## src/hdl/config_port_defines.vh

```
// Constants of the pin controller.
// Assumes inclusion by bare name.
// What this block does
// - Straps are latched at the ready line's rising edge.
// - Low program request restarts configuration.
// - Ready line held low while clearing, then released.
// - Done line released when loading ends and startup runs.
// - Master modes drive the link clock; slave modes receive it.
// - A test port command makes it the configuration port.
// - The first selected port stays locked until power-up reset.
// - SPI data bit 0: output as master, input as slave.
// - Shared pins go to user logic after configuration.
// - Parallel mode: busy pin shows no byte can be taken.
// - SPI master drives flash select; serial modes send serial data out.
// - Test port state machine runs on test clock, steered by mode select.
`ifndef CONFIG_PORT_DEFINES_VH
`define CONFIG_PORT_DEFINES_VH

`define MCLK_PERIOD_NS 5
`define CONFIG_CLOCK_HALF_NS 50
`define CONFIG_CLOCK_HALF_CYC ((`CONFIG_CLOCK_HALF_NS + `MCLK_PERIOD_NS - 1) / `MCLK_PERIOD_NS)
`define CLEAR_NS 2000
`define CLEAR_CYC ((`CLEAR_NS + `MCLK_PERIOD_NS - 1) / `MCLK_PERIOD_NS)
`define STARTUP_NS 400
`define STARTUP_CYC ((`STARTUP_NS + `MCLK_PERIOD_NS - 1) / `MCLK_PERIOD_NS)

`define MODE_MASTER_SPI 3'h0
`define MODE_SLAVE_SPI 3'h1
`define MODE_MASTER_SERIAL 3'h2
`define MODE_SLAVE_SERIAL 3'h3
`define MODE_PARALLEL 3'h4
`define MODE_RESET 3'h7

`define LOCK_NONE 2'h0
`define LOCK_PINS 2'h1
`define LOCK_JTAG 2'h2

`define IR_BYPASS 8'hFF
`define IR_CAPTURE 8'h01
`define IR_CFG_ENABLE 8'hC6
`define IR_CFG_LOAD 8'h7A

`define FLASH_READ_CMD 32'h03000000
`define CMD_BITS 6'h20

`endif

```

## src/hdl/config_fifo.v

```verilog
// Byte FIFO between pin capture and consumer.
// Assumes one clock, synchronous active-low reset, DEPTH a power of two.
`timescale 1ns/1ps
module config_fifo #(
    parameter WIDTH = 8,
    parameter DEPTH = 16
)(
    input wire clk_in,
    input wire resetn_in,
    input wire [WIDTH-1:0] in_data_in,
    input wire in_valid_in,
    output wire in_ready_out,
    output reg [WIDTH-1:0] out_data_out,
    output reg out_valid_out,
    input wire out_ready_in
);
localparam AW = $clog2(DEPTH);
localparam [AW:0] FULL_COUNT = DEPTH;
reg [WIDTH-1:0] mem [0:DEPTH-1];
reg [AW-1:0] wr_q;
reg [AW-1:0] rd_q;
reg [AW:0] count_q;
wire push = in_valid_in && in_ready_out;
// Refill the output register when empty or draining.
wire load = (count_q != {(AW+1){1'b0}}) && (!out_valid_out || out_ready_in);

assign in_ready_out = (count_q != FULL_COUNT);

always @(posedge clk_in)
begin
    if (!resetn_in)
    begin
        wr_q <= {AW{1'b0}};
        rd_q <= {AW{1'b0}};
        count_q <= {(AW+1){1'b0}};
        out_data_out <= {WIDTH{1'b0}};
        out_valid_out <= 1'b0;
    end
    else
    begin
        if (push)
        begin
            mem[wr_q] <= in_data_in;
            wr_q <= wr_q + 1'b1;
        end
        if (load)
        begin
            out_data_out <= mem[rd_q];
            rd_q <= rd_q + 1'b1;
            out_valid_out <= 1'b1;
        end
        else if (out_ready_in)
        begin
            out_valid_out <= 1'b0;
        end
        count_q <= count_q + {{AW{1'b0}}, push} - {{AW{1'b0}}, load};
    end
end
endmodule // config_fifo

```

## src/hdl/config_port_pin_control.v

```verilog
// Configuration pin controller: straps, ready, done,
// link clock, data ports and test port.
// Assumes asynchronous pins; open-drain and
// two-way wires are resolved outside.
`timescale 1ns/1ps
`include "config_port_defines.vh"
module config_port_pin_control #(
    parameter FIFO_DEPTH = 16,
    parameter [15:0] CONFIG_BYTES = 16'h0010,
    parameter [15:0] CLEAR_CYCLES = `CLEAR_CYC,
    parameter [15:0] STARTUP_CYCLES = `STARTUP_CYC
)(
    input wire mclk_in,
    input wire resetn_in,
    input wire program_request_n_in,
    input wire [2:0] cfg_mode_in,
    input wire ready_for_config_n_in,
    output reg ready_for_config_n_out,
    output reg ready_for_config_n_oe_out,
    input wire done_in,
    output reg done_out,
    output reg done_oe_out,
    input wire config_clock_in,
    output reg config_clock_out,
    output reg config_clock_oe_out,
    input wire port_select_n_in,
    input wire second_select_n_in,
    input wire parallel_write_enable_n_in,
    output reg shared_busy_pin_out,
    output reg shared_busy_pin_oe_out,
    output reg serial_out_or_flash_select_out,
    output reg serial_out_or_flash_select_oe_out,
    input wire [7:0] config_data_in,
    output reg config_data_bit0_out,
    output reg config_data_bit0_oe_out,
    input wire tck_in,
    input wire tms_in,
    input wire tdi_in,
    output reg tdo_out,
    output reg tdo_oe_out,
    output wire [7:0] cfg_byte_out,
    output wire cfg_byte_valid_out,
    input wire cfg_byte_ready_in,
    output reg [2:0] cfg_mode_out,
    output reg [1:0] port_lock_out,
    output reg config_active_out,
    output reg user_mode_out,
    output reg overrun_out
);

////////////////////////////////////////////////////////////////////////////////

localparam SYNC_W = 21;
localparam ST_CLEAR = 6'h01;
localparam ST_WAIT = 6'h02;
localparam ST_LOAD = 6'h04;
localparam ST_DONE = 6'h08;
localparam ST_START = 6'h10;
localparam ST_USER = 6'h20;
localparam T_RESET = 16'h0001;
localparam T_IDLE = 16'h0002;
localparam T_SEL_DR = 16'h0004;
localparam T_CAP_DR = 16'h0008;
localparam T_SH_DR = 16'h0010;
localparam T_EX1_DR = 16'h0020;
localparam T_PA_DR = 16'h0040;
localparam T_EX2_DR = 16'h0080;
localparam T_UP_DR = 16'h0100;
localparam T_SEL_IR = 16'h0200;
localparam T_CAP_IR = 16'h0400;
localparam T_SH_IR = 16'h0800;
localparam T_EX1_IR = 16'h1000;
localparam T_PA_IR = 16'h2000;
localparam T_EX2_IR = 16'h4000;
localparam T_UP_IR = 16'h8000;
localparam [7:0] HALF_LAST = `CONFIG_CLOCK_HALF_CYC - 1;

function is_master;
    input [2:0] m;
    begin
        is_master = (m == `MODE_MASTER_SPI) || (m == `MODE_MASTER_SERIAL);
    end
endfunction

function is_serial;
    input [2:0] m;
    begin
        is_serial = (m == `MODE_MASTER_SPI) || (m == `MODE_SLAVE_SPI) ||
            (m == `MODE_MASTER_SERIAL) || (m == `MODE_SLAVE_SERIAL);
    end
endfunction

reg [SYNC_W-1:0] sync1_q;
reg [SYNC_W-1:0] sync2_q;
reg [SYNC_W-1:0] prev_q;
reg [5:0] state_q;
reg [5:0] state_d;
reg [15:0] timer_q;
reg [15:0] taken_q;
reg [15:0] pushed_q;
reg [2:0] mode_q;
reg [1:0] lock_q;
reg [7:0] div_q;
reg [31:0] cmd_sr_q;
reg [5:0] cmd_left_q;
reg [7:0] shift_q;
reg [2:0] bitcnt_q;
reg [7:0] pend_q;
reg pend_valid_q;
reg [15:0] tap_q;
reg [15:0] tap_d;
reg [7:0] ir_sr_q;
reg [7:0] ir_q;
reg dr_q;
wire fifo_in_ready;

wire [SYNC_W-1:0] pins_raw = {program_request_n_in, ready_for_config_n_in, done_in,
    cfg_mode_in, config_clock_in, port_select_n_in, second_select_n_in,
    parallel_write_enable_n_in, config_data_in, tck_in, tms_in, tdi_in};

////////////////////////////////////////////////////////////////////////////////
// Pin synchronisers and edge finders.

always @(posedge mclk_in)
begin
    if (!resetn_in)
    begin
        sync1_q <= {SYNC_W{1'b1}};
        sync2_q <= {SYNC_W{1'b1}};
        prev_q <= {SYNC_W{1'b1}};
    end
    else
    begin
        sync1_q <= pins_raw;
        sync2_q <= sync1_q;
        prev_q <= sync2_q;
    end
end

wire prog_n = sync2_q[20];
wire ready_pin = sync2_q[19];
wire done_pin = sync2_q[18];
wire [2:0] mode_pins = sync2_q[17:15];
wire sel_n = sync2_q[13];
wire sel2_n = sync2_q[12];
wire wr_n = sync2_q[11];
wire [7:0] data_pins = sync2_q[10:3];
wire tms = sync2_q[1];
wire tdi = sync2_q[0];
wire ready_rise = sync2_q[19] && !prev_q[19];
wire config_clock_rise = sync2_q[14] && !prev_q[14];
wire tck_rise = sync2_q[2] && !prev_q[2];
wire tck_fall = !sync2_q[2] && prev_q[2];

////////////////////////////////////////////////////////////////////////////////
// Configuration sequence.

wire loading = (state_q == ST_LOAD);
wire pin_src = loading && (lock_q != `LOCK_JTAG);
wire master = pin_src && is_master(mode_q);
wire room = (pushed_q != CONFIG_BYTES);

always @*
begin
    state_d = state_q;
    case (state_q)
        ST_CLEAR:
            if (timer_q == CLEAR_CYCLES - 16'h0001)
                state_d = ST_WAIT;
        ST_WAIT:
            if (ready_rise)
                state_d = ST_LOAD;
        ST_LOAD:
            if (taken_q == CONFIG_BYTES)
                state_d = ST_DONE;
        ST_DONE:
            if (done_pin)
                state_d = ST_START;
        ST_START:
            if (timer_q == STARTUP_CYCLES - 16'h0001)
                state_d = ST_USER;
        ST_USER:
            state_d = ST_USER;
        default:
            state_d = ST_CLEAR;
    endcase
    if (!prog_n)
        state_d = ST_CLEAR;
end

always @(posedge mclk_in)
begin
    if (!resetn_in)
    begin
        state_q <= ST_CLEAR;
        timer_q <= 16'h0000;
        mode_q <= `MODE_RESET;
        taken_q <= 16'h0000;
    end
    else
    begin
        state_q <= state_d;
        if (state_d != state_q || !prog_n)
            timer_q <= 16'h0000;
        else
            timer_q <= timer_q + 16'h0001;
        // Straps are read on this edge only.
        if (state_q == ST_WAIT && ready_rise)
            mode_q <= mode_pins;
        if (state_q == ST_CLEAR)
            taken_q <= 16'h0000;
        else if (cfg_byte_valid_out && cfg_byte_ready_in)
            taken_q <= taken_q + 16'h0001;
    end
end

////////////////////////////////////////////////////////////////////////////////
// Configuration clock generator for master modes.

wire run = master && !pend_valid_q && room;
wire div_end = (div_q == HALF_LAST);
wire gen_tick = (run || config_clock_out) && div_end;
wire m_rise = gen_tick && !config_clock_out;
wire m_fall = gen_tick && config_clock_out;
wire link_rise = master ? m_rise : config_clock_rise;

always @(posedge mclk_in)
begin
    if (!resetn_in)
    begin
        div_q <= 8'h00;
        config_clock_out <= 1'b0;
    end
    else if (run || config_clock_out)
    begin
        // A stall lets the current high phase finish so the clock parks low.
        if (div_end)
        begin
            div_q <= 8'h00;
            config_clock_out <= !config_clock_out;
        end
        else
        begin
            div_q <= div_q + 8'h01;
        end
    end
    else
    begin
        div_q <= 8'h00;
    end
end

always @(posedge mclk_in)
begin
    if (!resetn_in || !loading)
    begin
        cmd_sr_q <= `FLASH_READ_CMD;
        cmd_left_q <= `CMD_BITS;
    end
    else if (mode_q == `MODE_MASTER_SPI && master)
    begin
        if (m_fall)
            cmd_sr_q <= {cmd_sr_q[30:0], 1'b0};
        if (m_rise && cmd_left_q != 6'h00)
            cmd_left_q <= cmd_left_q - 6'h01;
    end
end

////////////////////////////////////////////////////////////////////////////////
// Bit and byte capture from the pins or the test port.

wire jtag_enable = tck_rise && (tap_q == T_UP_IR) && (ir_sr_q == `IR_CFG_ENABLE);
wire pin_bit = pin_src && is_serial(mode_q) && link_rise && room &&
    (mode_q != `MODE_MASTER_SPI || cmd_left_q == 6'h00) &&
    (mode_q != `MODE_SLAVE_SPI || !sel_n);
wire pin_byte = pin_src && (mode_q == `MODE_PARALLEL) && config_clock_rise && room &&
    !sel_n && !sel2_n && !wr_n;
wire jtag_bit = loading && (lock_q == `LOCK_JTAG) && (ir_q == `IR_CFG_LOAD) &&
    (tap_q == T_SH_DR) && tck_rise && room;
wire bit_take = pin_bit || jtag_bit;
wire bit_val = jtag_bit ? tdi :
    (mode_q == `MODE_MASTER_SPI ? data_pins[1] : data_pins[0]);
wire [7:0] shift_next = {shift_q[6:0], bit_val};
wire byte_done = (bit_take && bitcnt_q == 3'h7) || pin_byte;

always @(posedge mclk_in)
begin
    if (!resetn_in || state_q == ST_CLEAR)
    begin
        shift_q <= 8'h00;
        bitcnt_q <= 3'h0;
        pend_q <= 8'h00;
        pend_valid_q <= 1'b0;
        pushed_q <= 16'h0000;
        overrun_out <= 1'b0;
    end
    else
    begin
        if (bit_take)
        begin
            shift_q <= shift_next;
            bitcnt_q <= bitcnt_q + 3'h1;
        end
        if (byte_done)
        begin
            pend_q <= pin_byte ? data_pins : shift_next;
            pend_valid_q <= 1'b1;
            pushed_q <= pushed_q + 16'h0001;
            // A slave source that ignores busy loses the waiting byte.
            if (pend_valid_q && !fifo_in_ready)
                overrun_out <= 1'b1;
        end
        else if (fifo_in_ready)
        begin
            pend_valid_q <= 1'b0;
        end
    end
end

always @(posedge mclk_in)
begin
    if (!resetn_in)
        lock_q <= `LOCK_NONE;
    else if (lock_q == `LOCK_NONE)
    begin
        if (pin_bit || pin_byte)
            lock_q <= `LOCK_PINS;
        else if (jtag_enable)
            lock_q <= `LOCK_JTAG;
    end
end

config_fifo #(
    .WIDTH(8),
    .DEPTH(FIFO_DEPTH)
) u_fifo (
    .clk_in(mclk_in),
    .resetn_in(resetn_in && state_q != ST_CLEAR),
    .in_data_in(pend_q),
    .in_valid_in(pend_valid_q),
    .in_ready_out(fifo_in_ready),
    .out_data_out(cfg_byte_out),
    .out_valid_out(cfg_byte_valid_out),
    .out_ready_in(cfg_byte_ready_in)
);

////////////////////////////////////////////////////////////////////////////////
// Test access port.

always @*
begin
    tap_d = tap_q;
    case (tap_q)
        T_RESET: tap_d = tms ? T_RESET : T_IDLE;
        T_IDLE: tap_d = tms ? T_SEL_DR : T_IDLE;
        T_SEL_DR: tap_d = tms ? T_SEL_IR : T_CAP_DR;
        T_CAP_DR: tap_d = tms ? T_EX1_DR : T_SH_DR;
        T_SH_DR: tap_d = tms ? T_EX1_DR : T_SH_DR;
        T_EX1_DR: tap_d = tms ? T_UP_DR : T_PA_DR;
        T_PA_DR: tap_d = tms ? T_EX2_DR : T_PA_DR;
        T_EX2_DR: tap_d = tms ? T_UP_DR : T_SH_DR;
        T_UP_DR: tap_d = tms ? T_SEL_DR : T_IDLE;
        T_SEL_IR: tap_d = tms ? T_RESET : T_CAP_IR;
        T_CAP_IR: tap_d = tms ? T_EX1_IR : T_SH_IR;
        T_SH_IR: tap_d = tms ? T_EX1_IR : T_SH_IR;
        T_EX1_IR: tap_d = tms ? T_UP_IR : T_PA_IR;
        T_PA_IR: tap_d = tms ? T_EX2_IR : T_PA_IR;
        T_EX2_IR: tap_d = tms ? T_UP_IR : T_SH_IR;
        T_UP_IR: tap_d = tms ? T_SEL_DR : T_IDLE;
        default: tap_d = T_RESET;
    endcase
end

always @(posedge mclk_in)
begin
    if (!resetn_in)
    begin
        tap_q <= T_RESET;
        ir_sr_q <= 8'h00;
        ir_q <= `IR_BYPASS;
        dr_q <= 1'b0;
        tdo_out <= 1'b0;
        tdo_oe_out <= 1'b0;
    end
    else
    begin
        if (tck_rise)
        begin
            tap_q <= tap_d;
            if (tap_q == T_RESET)
                ir_q <= `IR_BYPASS;
            if (tap_q == T_CAP_IR)
                ir_sr_q <= `IR_CAPTURE;
            if (tap_q == T_SH_IR)
                ir_sr_q <= {tdi, ir_sr_q[7:1]};
            if (tap_q == T_UP_IR)
                ir_q <= ir_sr_q;
            if (tap_q == T_CAP_DR)
                dr_q <= 1'b0;
            if (tap_q == T_SH_DR)
                dr_q <= tdi;
        end
        // Test data out changes on the falling test clock.
        if (tck_fall)
        begin
            tdo_out <= (tap_q == T_SH_IR) ? ir_sr_q[0] : dr_q;
            tdo_oe_out <= (tap_q == T_SH_IR) || (tap_q == T_SH_DR);
        end
    end
end

////////////////////////////////////////////////////////////////////////////////
// Pin drivers and status outputs.

always @(posedge mclk_in)
begin
    if (!resetn_in)
    begin
        ready_for_config_n_out <= 1'b0;
        ready_for_config_n_oe_out <= 1'b1;
        done_out <= 1'b0;
        done_oe_out <= 1'b1;
        config_clock_oe_out <= 1'b0;
        shared_busy_pin_out <= 1'b0;
        shared_busy_pin_oe_out <= 1'b0;
        serial_out_or_flash_select_out <= 1'b1;
        serial_out_or_flash_select_oe_out <= 1'b0;
        config_data_bit0_out <= 1'b0;
        config_data_bit0_oe_out <= 1'b0;
        cfg_mode_out <= `MODE_RESET;
        port_lock_out <= `LOCK_NONE;
        config_active_out <= 1'b1;
        user_mode_out <= 1'b0;
    end
    else
    begin
        ready_for_config_n_out <= 1'b0;
        ready_for_config_n_oe_out <= (state_d == ST_CLEAR);
        done_out <= 1'b0;
        done_oe_out <= (state_d == ST_CLEAR) || (state_d == ST_WAIT) ||
            (state_d == ST_LOAD);
        config_clock_oe_out <= master;
        shared_busy_pin_out <= pend_valid_q && !fifo_in_ready;
        shared_busy_pin_oe_out <= pin_src && (mode_q == `MODE_PARALLEL);
        if (master && mode_q == `MODE_MASTER_SPI)
            serial_out_or_flash_select_out <= 1'b0;
        else if (pin_bit)
            serial_out_or_flash_select_out <= bit_val;
        serial_out_or_flash_select_oe_out <= pin_src && is_serial(mode_q) &&
            (mode_q != `MODE_SLAVE_SPI);
        config_data_bit0_out <= cmd_sr_q[31];
        config_data_bit0_oe_out <= master && (mode_q == `MODE_MASTER_SPI);
        cfg_mode_out <= mode_q;
        port_lock_out <= lock_q;
        config_active_out <= (state_q != ST_USER);
        user_mode_out <= (state_q == ST_USER);
    end
end

endmodule // config_port_pin_control

```

## config.mk

```make
export PLATFORM = sky130hd
export DESIGN_NAME = config_port_pin_control
export DESIGN_NICKNAME = d
export VERILOG_FILES = /design/src/hdl/config_fifo.v /design/src/hdl/config_port_pin_control.v
export VERILOG_INCLUDE_DIRS = /design/src /design/src/hdl
export SDC_FILE = /design/constraint.sdc
export NUM_CORES = 1
export LEC_CHECK = 0
export BUFFER_PORTS_ARGS = -buffer_cell sky130_fd_sc_hd__buf_4
export CAP_MARGIN = 10
export CORE_ASPECT_RATIO = 1.1
export CORE_MARGIN = 2
export CORE_UTILIZATION = 45
export DETAILED_ROUTE_END_ITERATION = 6
export GPL_ROUTABILITY_DRIVEN = 0
export GPL_TIMING_DRIVEN = 0
export SLEW_MARGIN = 30
export SYNTH_ARGS = -nofsm -noshare
export SYNTH_HDL_FRONTEND = slang
export SYNTH_HIERARCHICAL = 1
export SYNTH_SLANG_ARGS = --single-unit
export TNS_END_PERCENT = 30
```

## constraint.sdc

```tcl
create_clock -name mclk_in -period 4.2 [get_ports mclk_in]
set_input_delay 0 -clock mclk_in [delete_from_list [all_inputs] [get_ports mclk_in]]
set_output_delay 0 -clock mclk_in [all_outputs]
set_load 0.1 [all_outputs]
```

==> results of run 1 <==
==> sequential cells by signal (all words and copies together), names as in the netlist, 4 cells and up <==
name                 flops
sync1_q                 21
pend_q                   8
cmd_left_q               6
u_fifo/wr_q              4
u_fifo/mem             128
u_fifo/count_q           5
timer_q                 16
shift_q                  7
tap_q                   16
ir_q                     8
cmd_sr_q                 8
u_fifo/out_data_out      8
u_fifo/rd_q              4
state_q                  6
taken_q                 16
pushed_q                16
div_q                    8
ir_sr_q                  8
sync2_q                 21
==> cells by family (layout without fill, tap and decap cells) <==
group | count (synthesis) | count (layout) | synth area share [%]
muxes | 72 | 72 | 7.71
AOI/OAI and AO/OA | 140 | 140 | 6.46
adders and majority gates | 23 | 23 | 2.01
other | 1 | 2 | 0.0255
DFF | 348 | 348 | 56.2
xor gates and xnor gates | 57 | 57 | 3.40
and+or+nand+nor | 582 | 582 | 20.8
buffers and inverters | 113 | 256 | 3.42
==> cells in the final DEF (no fill, tap or decap), types with 22 or more instances in the layout <==
cell type / synthesis / routed
xnor2_1: 28 / 28
dlygate4sd3_1: 0 / 23
dfxtp_1: 220 / 220
clkbuf_1: 49 / 57
nand2b_1: 62 / 62
nand4_1: 24 / 24
mux4_2: 32 / 32
mux2i_1: 31 / 31
nor2_1: 106 / 93
nand2_1: 112 / 112
clkbuf_16: 0 / 40
nor4_1: 27 / 26
edfxtp_1: 128 / 128
nand3_1: 93 / 93
buf_4: 4 / 56
o21ai_0: 27 / 27
inv_1: 38 / 38
a21oi_1: 40 / 40
ha_1: 22 / 22
nor3_1: 51 / 51
xor2_1: 29 / 29
==> synthesized netlist by cell type, types with 22 or more instances <==
| cell type | instances |
|---|---|
| nand4_1 | 24 |
| ha_1 | 22 |
| nand2b_1 | 62 |
| nor4_1 | 27 |
| inv_1 | 38 |
| xnor2_1 | 28 |
| edfxtp_1 | 128 |
| nand2_1 | 112 |
| dfxtp_1 | 220 |
| o21ai_0 | 27 |
| mux4_2 | 32 |
| clkbuf_1 | 49 |
| a21oi_1 | 40 |
| nor3_1 | 51 |
| nand3_1 | 93 |
| nor2_1 | 106 |
| mux2i_1 | 31 |
| xor2_1 | 29 |
==> final cells by class <==
| class | count | area (sq um) | area share (%) |
|---|---|---|---|
| Buffer | 73 | 354 | 2.07 |
| Tap cell | 426 | 533 | 3.11 |
| Multi-Input combinational cell | 876 | 5970 | 34.8 |
| Timing Repair Buffer | 75 | 621 | 3.62 |
| Sequential cell | 348 | 8250 | 48.1 |
| Clock buffer | 56 | 1120 | 6.54 |
| Inverter | 40 | 150 | 0.876 |
| Clock inverter | 12 | 145 | 0.847 |
==> worst max-delay path by stage <==
stage | start | slack (ns) | to | depth (start not counted)
after floorplan | state_q[5] | 1.09 | u_fifo/mem[1][0] | 11
after global placement | state_q[5] | -0.19 | u_fifo/mem[2][2] | 11
after detailed placement | state_q[5] | -0.17 | u_fifo/mem[1][1] | 11
after CTS | state_q[5] | 0.007 | u_fifo/mem[1][6] | 11
after global routing | state_q[5] | 0.12 | u_fifo/mem[1][6] | 11
final | state_q[5] | 0.42 | u_fifo/mem[1][6] | 11
==> repair_timing <==
item                                    CTS  global route
endpoints found under the setup margin   32           128
endpoints found under the hold margin    26             0
resized for setup                         4            13
hold buffers                             23             0
pin swaps                                 0             0
==> metrics by stage <==
step	TNS (ns)	setup WS [ns]	hold WS, ns	utilization (%)
detailed placement	-4.09	-0.170	0.187	48.5
finish	0	0.419	0.206	53.2
CTS	0	0.00672	0.187	53.2
global placement	-5.61	-0.185	0.185	48.5
floorplan	0	1.09	0.101	-
global route	0	0.123	0.205	53.2
==> where the power goes <==
| part | internal (uW) | switching (uW) |
|---|---|---|
| combinational | 50.3 | 62.8 |
| clock | 2040 | 1290 |
| sequential | 3490 | 8.80 |
==> layer usage <==
layer	track usage [%]	wire length [um]
met1	24.5	14200
met2	33.4	16300
met3	3.07	1190
met4	5.54	630
met5	0	0
==> worst reg2reg max path, delay by kind of cell, from the launching register on <==
| family | cells | cell delay (ns) |
|---|---|---|
| flip-flops | 1 | 0.30 |
| buffers and inverters | 6 | 1.66 |
| AND/OR/NAND/NOR | 5 | 1.45 |
==> impl_metrics.yaml, run 1 <==
yosys:
  synth_top_area_share_pct: 30.0
  ys.flop_type: "dfxtp_1"
  synth-edff-count: 128
  yosysWarnings: 6
  yosysTopAreaCell: "dfxtp_1"
  netlist_area_sq_mm: 0.0147
  synth_seq_cells: 348
  synthArstFlopShare_pct: 0
  synth_cells: 1336
  synthTopCellsByArea: "dfxtp_1 30%, edfxtp_1 26%, mux4_2 4.9%, nand3_1 3.2%, nand2_1 2.9%"
  ys_types: 78
  ys_seq_area_share_pct: 56.2
  syn_area_per_cell_sq_um: 11.0
worst_setup_path:
  start_kind: "flip-flop"
  cp_num_buf_inv: 6
  worstPathCellList: "buf_2 -> nor4_1 -> clkbuf_1 -> nand2_1 -> nand2_1 -> inv_1 -> clkbuf_1 -> clkbuf_2 -> clkbuf_2 -> or3b_2 -> nor2_2"
  crit_arrival_ns: 3.93
  rrSetupSlack_ns: 0.42
  crit_fanout: 10
  r2r_end: "u_fifo/mem[1][6]"
  required_ns: 4.35
  reg2regPathDepth: 11
  setup.worst_path.class: "flip-flop to flip-flop"
  critPathTopFamily: "buffers and inverters"
  slowest_stage: "or3b_2"
  slowest_delay_ns: 0.57
  rr_startpoint: "state_q[5]"
  cp-end-kind: "flip-flop"
timing:
  worstMarginPinSlew_ns: 0.987
  final_max_slew_viol_count: 0
  max_freq_mhz: 264
  rsz0062_at_grt: "no"
  post-route-period-util_pct: 90.0
  slew_headroom_pct: 33.6
  finalClockSkew_ns: 0.0124
  finalHoldViolations: 0
  setup_viol: 0
  fin_crit_ns: 3.78
clock_network:
  numCtsBuffers: 38
  cts_tree: "done"
  cts.sinks: 348
  clkTransAtPathRegs_ns: 0.06
  insertion_delay_ns: 0.52
  cts_buffer_depth: 3
  cts_root_buf: "clkbuf_16"
  postCtsSetupRepairBufs: 0
  h-tree-depth: 2
global_route:
  grt_util_all_layers_pct: 19.1
  grt_pass1_wl_um: 52200
  grt_start_max_net_pins: 18
  grt_pass1_vias: 10000
  antenna_found_initial: 0
  overflow: 0
routing:
  ant_nets: 0
  first_pass_iters: 5
  drc_errors: 0
  drt-initial-drc-count: 484
  vias_per_cell: 5.39
  wirelength_um: 32300
  wl_per_cell_um: 17.0
  vias: 10300
placement:
  placed_area_sq_mm: 0.0156
  dp_cells: 1815
  dp_hpwl_um: 22600
  port_buffers: 52
die:
  core_area_sq_mm: 0.0322
  start_util_pct: 45.6
  boundaryPins: 55
  dieArea_sq_mm: 0.0341
  die_w_um: 176
  dieHeight_um: 193
  rows: 69
min_path:
  worstHoldEndpoint: "sync1_q[15]"
  min_path_type: "input port to flip-flop"
  holdCritStartpoint: "cfg_mode_in[0]"
  hold_depth: 3
finish:
  nNetsFinal: 1499
  design_area_sq_mm: 0.0171
  area_delta_synth_final_pct: 16.8
  drive_gt1_share_pct: 13.7
  antenna_cells: 0
  stdcell_count: 1906
  final.fill_count: 2837
power_and_ir_drop:
  p_total_uw: 6950
  p_per_area_mw_per_mm2: 405
  vdd_drop_max_v: 0.000336
  total_leakage_power_uw: 0.00617
run:
  maxCapViolations: 0
status:
  outcome: "finished, final reports clean"
Power figures use the tool's default switching activity.
==> run 2: changes to the inputs <==
- ABC_AREA: not set -> 1
==> impl_metrics.yaml, run 2 <==
status:
  outcome: "finished, final reports clean"
timing:
  worst_slack_ns: 0.481
  fin_tns_setup_ns: 0
  finalClockSkew_ns: 0.0231
  slew_headroom_pct: 39.9
  max_freq_mhz: 269
  worstMarginPinSlew_ns: 0.901
  rsz0062_at_grt: "no"
  setup_viol: 0
  finalHoldViolations: 0
  final_max_slew_viol_count: 0
  post-route-period-util_pct: 88.6
  hold_slack_ns: 0.203
  fin_crit_ns: 3.72
routing:
  vias: 11600
  first_pass_iters: 7
  wirelength_um: 34900
  drt-initial-drc-count: 720
  drc_errors: 0
  wl_per_cell_um: 14.9
  vias_per_cell: 4.95
  ant_nets: 0
clock_network:
  cts_tree: "done"
  cts.sinks: 348
  h-tree-depth: 2
  cts_buffer_depth: 3
  postCtsSetupRepairBufs: 0
  clkTransAtPathRegs_ns: 0.06
  cts_resized: 0
  insertion_delay_ns: 0.53
  cts_root_buf: "clkbuf_16"
  ctsHoldBuffers: 23
  numCtsBuffers: 38
finish:
  area_delta_synth_final_pct: 16.8
  nNetsFinal: 1926
  final_cell_mix: "410 x nand2_1, 220 x dfxtp_1, 211 x inv_1"
  fin_util_pct: 53.1
  largest_register: "u_fifo/mem"
  antenna_cells: 0
  largest_reg_flops: 128
  mostFrequentLayoutCell: "nand2_1"
  drive_gt1_share_pct: 13.6
  biggestRegsByFlops: "u_fifo/mem x128, sync1_q x21, sync2_q x21"
  design_area_sq_mm: 0.0176
yosys:
  ys.flop_type: "dfxtp_1"
  syn_area_per_cell_sq_um: 8.54
  synthTopCellsByArea: "dfxtp_1 29%, edfxtp_1 26%, nand2_1 10%, nand3_1 5.4%, inv_1 5.3%"
  netlist_area_sq_mm: 0.0151
  synth_common_cells: "410 x nand2_1, 220 x dfxtp_1, 211 x inv_1"
  synthArstFlopShare_pct: 0
  synth_cells: 1763
  ys_types: 53
  ys_seq_area_share_pct: 54.8
  synth-edff-count: 128
  synth_seq_cells: 348
  synth_most_common_cell: "nand2_1"
  yosysWarnings: 6
  synth_top_area_share_pct: 29.3
  yosysTopAreaCell: "dfxtp_1"
die:
  dieHeight_um: 196
  dieArea_sq_mm: 0.0349
  start_util_pct: 45.5
  core_area_sq_mm: 0.0331
  die_w_um: 178
  boundaryPins: 55
  rows: 70
power_and_ir_drop:
  total_leakage_power_uw: 0.00709
  p_per_area_mw_per_mm2: 406
  vdd_drop_max_v: 0.000322
global_route:
  grt_util_all_layers_pct: 20.2
  grt_start_max_net_pins: 18
  grt_pass1_vias: 11200
  grt_pass1_wl_um: 56300
  antenna_found_initial: 0
  overflow: 0
worst_setup_path:
  cp-end-kind: "flip-flop"
  setup.worst_path.class: "flip-flop to flip-flop"
  critPathTopFamily: "simple AND/OR/NAND/NOR gates"
  rrSetupSlack_ns: 0.48
  worstPathCellList: "nor2_2 -> nand4_1 -> nand2_1 -> inv_1 -> clkbuf_1 -> clkbuf_1 -> nand3_1 -> nor2_1"
  crit_arrival_ns: 3.86
  slowest_delay_ns: 0.72
  slowest_stage: "nor2_1"
  cp_num_buf_inv: 3
  cpMostUsedCell: "clkbuf_1"
  start_kind: "flip-flop"
  required_ns: 4.34
  crit_fanout: 14
placement:
  placed_area_sq_mm: 0.0160
  port_buffers: 52
  pre_cts_ws_ns: 0.474
  dp_hpwl_um: 24300
min_path:
  min_path_type: "input port to flip-flop"
run:
  maxCapViolations: 0
==> run 2: cells by family after synthesis <==
logic type / count (synthesis) / synth area share (%)
and+or+nand+nor: 915 / 27.7
muxes: 2 / 0.133
AOI/OAI and AO/OA: 163 / 5.98
DFF: 348 / 54.8
adders and majority gates: 23 / 1.96
xor gates and xnor gates: 27 / 1.57
buffers and inverters: 284 / 7.85
other: 1 / 0.0249
==> run 2: power breakdown <==
part           internal [uW]  total [uW]  switching (uW)  leakage [uW]
Sequential              3490        3500            7.97       0.00327
Combinational           52.8         117            64.4       0.00314
Clock                   2170        3520            1350      0.000674
Total                   5720        7140            1430       0.00709
==> run 2: final timing paths <==
kind,startpoint,to,cells after the start
worst min-delay path,tms_in,sync1_q[1],3
worst max-delay path,state_q[2],u_fifo/mem[12][3],8
worst min register to register,sync1_q[5],sync2_q[5],1
worst max register to register,state_q[2],u_fifo/mem[12][3],8
==> run 2: worst reg2reg max path: cells and delay by family, from the launching register on <==
family                 cells  cell delay [ns]
buffers and inverters      3             1.37
AND/OR/NAND/NOR            5             1.56
flip-flops                 1             0.42
==> run 2: metal layers <==
| layer | vias to the layer above | share of wire, % | GRT usage, % |
|---|---|---|---|
| li1 | 5930 | - | - |
| met1 | 5331 | 44 | 25.9 |
| met2 | 244 | 48 | 34.6 |
| met3 | 78 | 3.7 | 2.89 |
| met4 | 0 | 3.6 | 7.65 |
| met5 | - | 0 | 0 |
==> run 2: final cells by class <==
class | count | area (sq um)
fillers | 3058 | 15500
flip-flops and latches | 348 | 8250
multi-input cells | 1132 | 5630
clock buffers | 54 | 1190
inverters | 227 | 852
repair buffers | 75 | 621
well taps | 432 | 541
plain buffers | 57 | 330
clock inverters | 16 | 181
==> run 2: metrics by stage <==
| stage | instances | total power [uW] |
|---|---|---|
| after CTS | 2341 | 7220 |
| after global placement | 2248 | 3680 |
| after detailed placement | 2248 | 3680 |
| after floorplan | 1764 | 3640 |
| final | 2341 | 7140 |
| after global routing | 2341 | 7370 |
